## src/rtl/ulrd_cfg.svh

```systemverilog
`ifndef ULRD_CFG_SVH
`define ULRD_CFG_SVH

// Register byte offsets
`define ULRD_CTRL_OFS        12'h000
`define ULRD_STAT_OFS        12'h004

// Control register field positions
`define ULRD_XCVR_LSB        0
`define ULRD_TERM_BIT        2
`define ULRD_OPMODE_LSB      3
`define ULRD_DPPD_BIT        5
`define ULRD_DMPD_BIT        6

// Status register field positions
`define ULRD_STAT_PU_BIT     0
`define ULRD_STAT_DPPD_BIT   1
`define ULRD_STAT_DMPD_BIT   2
`define ULRD_STAT_HST_BIT    3

// Transceiver select and operating mode codes
`define ULRD_XCVR_HS         2'h0
`define ULRD_XCVR_FS         2'h1
`define ULRD_XCVR_LS         2'h2
`define ULRD_OPMODE_NORMAL   2'h0
`define ULRD_OPMODE_NODRIVE  2'h1
`define ULRD_OPMODE_NOSTUFF  2'h2

// Power-up / session-end setting
`define ULRD_XCVR_RST        2'h1
`define ULRD_TERM_RST        1'h0
`define ULRD_OPMODE_RST      2'h0
`define ULRD_DPPD_RST        1'h1
`define ULRD_DMPD_RST        1'h1

`endif

```

## src/rtl/ulrd_pkg.sv

```systemverilog
package ulrd_pkg;

  typedef struct packed {
    logic       dm_pulldown;
    logic       dp_pulldown;
    logic [1:0] op_mode;
    logic       term_select;
    logic [1:0] xcvr_select;
  } ulrd_ctrl_t;

  typedef struct packed {
    logic hs_termination_on;
    logic dm_pulldown_on;
    logic dp_pulldown_on;
    logic dp_pullup_on;
  } ulrd_res_t;

  typedef struct packed {
    logic        psel;
    logic        penable;
    logic        pwrite;
    logic [11:0] paddr;
  } ulrd_apb_req_t;

  typedef struct packed {
    logic setup;
    logic wr_ctrl;
    logic sel_ctrl;
    logic sel_stat;
  } ulrd_apb_evt_t;

  typedef enum logic {
    ULRD_IDLE,
    ULRD_ACCESS
  } ulrd_phase_t;

endpackage : ulrd_pkg

```

## src/rtl/ulrd_resistor_decode.sv

```systemverilog
`timescale 1ns/100ps
`default_nettype none
`include "ulrd_cfg.svh"

module ulrd_resistor_decode
  import ulrd_pkg::*;
(
  input  wire ulrd_ctrl_t ctrl,
  output ulrd_res_t       res
);

  logic driving;

  always_comb begin
    driving = (ctrl.op_mode != `ULRD_OPMODE_NODRIVE);
    // pull-up only with term select and no DP pull-down
    res.dp_pullup_on      = driving && ctrl.term_select && !ctrl.dp_pulldown;
    res.dp_pulldown_on    = driving && ctrl.dp_pulldown;
    res.dm_pulldown_on    = driving && ctrl.dm_pulldown;
    // termination only for HS select with term select low
    res.hs_termination_on = driving && !ctrl.term_select &&
                            (ctrl.xcvr_select == `ULRD_XCVR_HS);
  end

endmodule : ulrd_resistor_decode
`default_nettype wire

```

## src/rtl/ulrd_apb_port.sv

```systemverilog
`timescale 1ns/100ps
`default_nettype none
`include "ulrd_cfg.svh"

module ulrd_apb_port
  import ulrd_pkg::*;
(
  input  wire logic          clk,
  input  wire logic          reset_n,
  input  wire ulrd_apb_req_t req,
  output ulrd_apb_evt_t      evt,
  output logic               pready,
  output logic               pslverr
);

  typedef struct packed {
    ulrd_phase_t phase;
  } ulrd_port_state_t;

  ulrd_port_state_t st_reg;
  ulrd_port_state_t st_next;
  logic             in_access;

  always_comb begin
    st_next = st_reg;
    case (st_reg.phase)
      ULRD_IDLE: begin
        if (req.psel && !req.penable) begin
          st_next.phase = ULRD_ACCESS;
        end
      end
      ULRD_ACCESS: begin
        st_next.phase = ULRD_IDLE;
      end
      default: begin
        st_next.phase = ULRD_IDLE;
      end
    endcase
  end

  always_ff @(posedge clk or negedge reset_n) begin
    if (!reset_n) begin
      st_reg <= '{phase: ULRD_IDLE};
    end else begin
      st_reg <= st_next;
    end
  end

  // Zero wait states: every access completes at its first access edge
  assign in_access    = (st_reg.phase == ULRD_ACCESS) && req.psel && req.penable;
  assign evt.sel_ctrl = (req.paddr == `ULRD_CTRL_OFS);
  assign evt.sel_stat = (req.paddr == `ULRD_STAT_OFS);
  assign evt.setup    = req.psel && !req.penable;
  assign evt.wr_ctrl  = in_access && req.pwrite && evt.sel_ctrl;
  assign pready       = in_access;
  // Unmapped or misaligned addresses answer with an error, data zero
  assign pslverr      = in_access && !(evt.sel_ctrl || evt.sel_stat);
endmodule : ulrd_apb_port
`default_nettype wire

```

## src/rtl/ulrd_line_resistor.sv

```systemverilog
`timescale 1ns/100ps
`default_nettype none
`include "ulrd_cfg.svh"

// Summary of operation
// - Resistor enables depend only on transceiver select, termination select, op mode and pull-down bits.
// - A DP pull-up enable output switches in the 1.5 kilohm DP pull-up.
// - Separate DP and DM pull-down enables each switch in a 15 kilohm pull-down.
// - One high-speed termination enable switches in the 45 ohm terminations on both lines.
// - Op mode 01b turns all four resistor enables off regardless of other bits.
// - Outside op mode 01b each pull-down enable follows its own control bit, power-up setting included.
// - HS termination is on exactly when select is 00b, term select is 0b and op mode is not 01b.
// - The DP pull-up is on only with term select 1b, DP pull-down bit 0b, outside op mode 01b.
// - Peripheral high-speed and test J/K enable only the HS termination.
// - Host full-speed, suspend and low-speed enable both pull-downs and nothing else.
// - Each resume setting (op mode 10b) gives the same enables as its suspend (00b).
// - In OTG peripheral states the DM pull-down stays on beside pull-up or termination.
// - Host and peripheral chirp settings force their matching resistor enables.
module ulrd_line_resistor
  import ulrd_pkg::*;
(
  input  wire logic        clk,
  input  wire logic        reset_n,
  input  wire logic [11:0] paddr,
  input  wire logic        psel,
  input  wire logic        penable,
  input  wire logic        pwrite,
  input  wire logic [31:0] pwdata,
  input  wire logic [3:0]  pstrb,
  output logic      [31:0] prdata,
  output logic             pready,
  output logic             pslverr,
  output logic             dp_pullup_on,
  output logic             dp_pulldown_on,
  output logic             dm_pulldown_on,
  output logic             hs_termination_on
);

  localparam ulrd_ctrl_t CTRL_RST = '{
    dm_pulldown: `ULRD_DMPD_RST,
    dp_pulldown: `ULRD_DPPD_RST,
    op_mode:     `ULRD_OPMODE_RST,
    term_select: `ULRD_TERM_RST,
    xcvr_select: `ULRD_XCVR_RST
  };

  typedef struct packed {
    ulrd_ctrl_t  ctrl;
    logic [31:0] rdata;
  } ulrd_state_t;

  ulrd_state_t   st_reg;
  ulrd_state_t   st_next;
  ulrd_apb_req_t req;
  ulrd_apb_evt_t evt;
  ulrd_res_t     res;
  logic [31:0]   ctrl_word;
  logic [31:0]   stat_word;

  assign req = '{psel: psel, penable: penable, pwrite: pwrite, paddr: paddr};

  ulrd_apb_port u_port (
    .clk     (clk),
    .reset_n (reset_n),
    .req     (req),
    .evt     (evt),
    .pready  (pready),
    .pslverr (pslverr)
  );

  // only the held control bits feed the decode
  ulrd_resistor_decode u_decode (
    .ctrl (st_reg.ctrl),
    .res  (res)
  );

  always_comb begin
    ctrl_word = 32'h0;
    ctrl_word[`ULRD_XCVR_LSB +: 2]   = st_reg.ctrl.xcvr_select;
    ctrl_word[`ULRD_TERM_BIT]        = st_reg.ctrl.term_select;
    ctrl_word[`ULRD_OPMODE_LSB +: 2] = st_reg.ctrl.op_mode;
    ctrl_word[`ULRD_DPPD_BIT]        = st_reg.ctrl.dp_pulldown;
    ctrl_word[`ULRD_DMPD_BIT]        = st_reg.ctrl.dm_pulldown;
    stat_word = 32'h0;
    stat_word[`ULRD_STAT_PU_BIT]     = res.dp_pullup_on;
    stat_word[`ULRD_STAT_DPPD_BIT]   = res.dp_pulldown_on;
    stat_word[`ULRD_STAT_DMPD_BIT]   = res.dm_pulldown_on;
    stat_word[`ULRD_STAT_HST_BIT]    = res.hs_termination_on;
  end

  always_comb begin
    st_next = st_reg;
    // Read data is captured in the setup cycle so prdata comes from a flop
    if (evt.setup) begin
      if (evt.sel_ctrl) begin
        st_next.rdata = ctrl_word;
      end else if (evt.sel_stat) begin
        st_next.rdata = stat_word;
      end else begin
        st_next.rdata = 32'h0;
      end
    end
    // the link picks the state; any combination is accepted as written
    // register write at the access edge
    if (evt.wr_ctrl && pstrb[0]) begin
      st_next.ctrl.xcvr_select = pwdata[`ULRD_XCVR_LSB +: 2];
      st_next.ctrl.term_select = pwdata[`ULRD_TERM_BIT];
      st_next.ctrl.op_mode     = pwdata[`ULRD_OPMODE_LSB +: 2];
      st_next.ctrl.dp_pulldown = pwdata[`ULRD_DPPD_BIT];
      st_next.ctrl.dm_pulldown = pwdata[`ULRD_DMPD_BIT];
    end
  end

  always_ff @(posedge clk or negedge reset_n) begin
    if (!reset_n) begin
      st_reg <= '{ctrl: CTRL_RST, rdata: 32'h0};
    end else begin
      st_reg <= st_next;
    end
  end

  assign prdata            = st_reg.rdata;
  assign dp_pullup_on      = res.dp_pullup_on;
  assign dp_pulldown_on    = res.dp_pulldown_on;
  assign dm_pulldown_on    = res.dm_pulldown_on;
  assign hs_termination_on = res.hs_termination_on;

  logic nodrive;
  logic hs_sel;
  logic fs_or_ls_sel;

  assign nodrive      = (st_reg.ctrl.op_mode == `ULRD_OPMODE_NODRIVE);
  assign hs_sel       = (st_reg.ctrl.xcvr_select == `ULRD_XCVR_HS) && !st_reg.ctrl.term_select;
  assign fs_or_ls_sel = (st_reg.ctrl.xcvr_select != `ULRD_XCVR_HS) && st_reg.ctrl.term_select;
endmodule : ulrd_line_resistor
`default_nettype wire

```

## config.mk

```make
export PLATFORM = sky130hd
export DESIGN_NAME = ulrd_line_resistor
export DESIGN_NICKNAME = d
export VERILOG_FILES = /design/src/rtl/ulrd_pkg.sv /design/src/rtl/ulrd_resistor_decode.sv /design/src/rtl/ulrd_apb_port.sv /design/src/rtl/ulrd_line_resistor.sv
export VERILOG_INCLUDE_DIRS = /design/src /design/src/rtl
export SDC_FILE = /design/constraint.sdc
export NUM_CORES = 1
export LEC_CHECK = 0
export ABC_AREA = 1
export ABC_CLOCK_PERIOD_IN_PS = 1600
export BUFFER_PORTS_ARGS = -buffer_cell sky130_fd_sc_hd__buf_2
export CORE_UTILIZATION = 38
export CTS_BUF_LIST = sky130_fd_sc_hd__clkbuf_8
export DETAILED_ROUTE_END_ITERATION = 8
export GPL_TIMING_DRIVEN = 0
export PLACE_DENSITY = 0.9
export SKIP_CTS_REPAIR_TIMING = 1
export SLEW_MARGIN = 5
export SYNTH_ARGS = -nofsm -noshare
export SYNTH_HDL_FRONTEND = slang
export SYNTH_HIERARCHICAL = 1
export SYNTH_SLANG_ARGS = --single-unit
```

## constraint.sdc

```tcl
create_clock -name clk -period 1.6 [get_ports clk]
set_input_delay 0.48 -clock clk [delete_from_list [all_inputs] [get_ports clk]]
set_output_delay 0.48 -clock clk [all_outputs]
set_load 0.01 [all_outputs]
```

==> results_dict.tcl <==
set metrics [dict create \
    skew_ps 1.625 \
    yosys.area_share.adder 0 \
    fillers 218 \
    cts_made_buffers 3 \
    drv_cap 0 \
    hold_viol_final 0 \
    dp_cells 232 \
    dieWidth_um 53.71 \
    synth_mux_area_frac 0 \
    finalWirelength_um 2312 \
    crit_type "primary input to primary output" \
    power.total_mw 0.8489 \
    overflow 0 \
    grt_pass1_wl_um 2932 \
    die_height_um 53.71 \
    ioPinCount 91 \
    drtAntennaViolNets 0 \
    finalWorstSetupSlack_ps -89.02 \
    mappedNetlistArea_mm2 0.001016 \
    outcome "complete, but fails checks" \
    synth_xor_area_frac 0 \
    p_leak_nw 0.9360 \
    drcViolationCount 0 \
    htree_levels 1 \
    place.gp.congestion 0.8410 \
    yosys.area_share.simple 0.3411 \
    drive_above_1_share 0.4615 \
    io_buffers 37 \
    fin_crit_ps 1689 \
    final-instance-count-excl-fill 238 \
    via_per_inst 4.126 \
    worstPathRequired_ps 1120 \
    hold_class "primary input to asynchronous set/reset pin" \
    worstPathMaxFanout 3 \
    coreArea_mm2 0.002500 \
    crit_chain "buf_6, nor2_2, nand2_2, inv_2, nand2_4, nor2_4, nor2_1, buf_2" \
    cts_root_buf "clkbuf_8" \
    track_usage 0.1415 \
    dr.first_iter.drc_count 15 \
    synthDistinctLibCells 17 \
    ir_worst_vdd_mv 0.4924 \
    clock-sinks 15 \
    vias 982 \
    seq_area_frac_synth 0.3732 \
    setup_viol 2 \
    placementRows 18 \
    maxSlewViolCount 0 \
    synth_top_family_by_area "simple AND/OR/NAND/NOR gates" \
    cp-end-kind "primary output" \
    diodes 0 \
    wl_per_cell_um 9.714 \
    grt_max_degree 16 \
    insertion_delay_ps 250 \
    clkTransAtPathRegs_ps 60 \
    ys_warn_count 6 \
    cts_tree "yes" \
    cellPowerDensity_mw_per_mm2 567.3 \
    worst_path_max_delay_cell "buf_2" \
    initial_core_util 0.4064 \
    synthCells 141 \
    violations "setup timing" \
    fin_crit_sh 1.056 \
    critPathMaxStageDelay_ps 130 \
    grt_antenna_before_repair 0 \
    avgSynthCellArea_um2 7.205 \
    synth_compound_area_frac 0.01970 \
    rsz0062_at_grt "yes" \
    dieArea_mm2 0.002884 \
    dp_hpwl_um 1556 \
    synth_seq_cells 15 \
    drt_first_pass_iters 4 \
    start_kind "primary input" \
    fmax_mhz 592.1 \
    worst-endpoint-arrival_ps 1210 \
    final_nets 262 \
    area_delta_synth_final_pct 47.29 \
    grt_pass1_vias 758 \
    clk_path_buf_depth 2 \
]
-- power by group --
part / switching (mW) / internal, mW
Clock: 0.132 / 0.172
Combinational: 0.0810 / 0.0812
Sequential: 0.00120 / 0.381
-- cells by family (layout without fill, tap and decap cells) --
| group | after synthesis | after routing |
|---|---|---|
| DFF | 15 | 15 |
| and+or+nand+nor | 76 | 76 |
| AOI/OAI and AO/OA | 4 | 4 |
| other | 1 | 25 |
| buffers and inverters | 45 | 88 |
-- Yosys cell counts --
master   instances  area, um2
nand3_1         15      75.07
nand2_1         35      131.4
nor3_2           1      10.01
a21oi_1          2      10.01
conb_1           1      3.750
dfrtp_1         12      300.3
nor2_1          16      60.06
nor3_1           1      5.000
dfstp_2          3      78.83
nor2_4           2      22.52
nor2_2           2      12.51
nand2_2          3      18.77
o21ai_0          2      10.01
buf_4           26      195.2
nand2_4          1      11.26
inv_2            3      11.26
inv_1           16      60.06
-- cell usage in the layout (no fill, tap or decap) --
| cell type | n |
|---|---|
| nand2_1 | 33 |
| buf_2 | 30 |
| buf_4 | 28 |
| conb_1 | 25 |
| nand3_1 | 14 |
| inv_1 | 14 |
| dfrtp_1 | 12 |
| nor2_1 | 9 |
| nor2_4 | 8 |
| buf_6 | 7 |
| inv_2 | 5 |
| nand2_2 | 4 |
| clkbuf_8 | 3 |
| dfstp_2 | 3 |
| nor2_2 | 3 |
| nand2_4 | 2 |
| a21oi_1 | 2 |
| o21ai_0 | 2 |
| clkinv_2 | 1 |
| nand3_2 | 1 |
| nor3_2 | 1 |
| nor3_1 | 1 |
-- critical path, delay by kind of cell --
family | cells | cell delay (ps)
and+or+nand+nor | 5 | 420
buffers and inverters | 3 | 300
-- layer usage --
metal	GRT usage	vias up	routed length [um]
li1	-	509	-
met1	0.1638	423	945
met2	0.2428	45	1155
met3	0.02542	5	174
met4	0.07895	0	36
met5	0	-	0
-- worst paths after layout --
| check | slack (ps) | cells past startpoint | endpoint | start |
|---|---|---|---|---|
| worst max-delay path | -90 | 8 | pslverr | paddr[4] |
| worst min-delay path | 120 | 1 | prdata[2] | reset_n |
| worst max register to register | 210 | 7 | ctrl_word[2] | u_port/st_reg |
| worst min register to register | 470 | 1 | u_port/st_reg | u_port/st_reg |
| max in group asynchronous | 1180 | 1 | ctrl_word[5] | reset_n |
| min in group clk | 430 | 2 | u_port/st_reg | penable |
-- through the flow --
| stage | setup slack (ps) | setup TNS (ps) | cell area, um2 | hold slack (ps) | util |
|---|---|---|---|---|---|
| after floorplan | 73.95 | 0 | 1106 | 184.4 | - |
| after global placement | -191.0 | -263.8 | 1329 | 384.3 | 0.5315 |
| after detailed placement | -205.5 | -473.9 | 1329 | 390.9 | 0.5315 |
| after CTS | -201.0 | -221.8 | 1375 | 128.0 | 0.5501 |
| after global routing | -108.3 | -262.8 | 1496 | 140.5 | 0.5986 |
| final | -89.02 | -91.73 | 1496 | 122.6 | 0.5986 |
-- final cells by class --
| type | count | area (um2) | share of cell area |
|---|---|---|---|
| tap | 30 | 37.54 | 0.02508 |
| multi-input combinational | 105 | 523.0 | 0.3495 |
| inverter | 19 | 71.32 | 0.04766 |
| clock buffer | 3 | 41.29 | 0.02759 |
| timing repair buffer | 39 | 244.0 | 0.1630 |
| clock inverter | 1 | 5.005 | 0.003344 |
| sequential | 15 | 379.1 | 0.2533 |
| buffer | 26 | 195.2 | 0.1304 |
No activity file was read; power rests on OpenSTA's default activity.
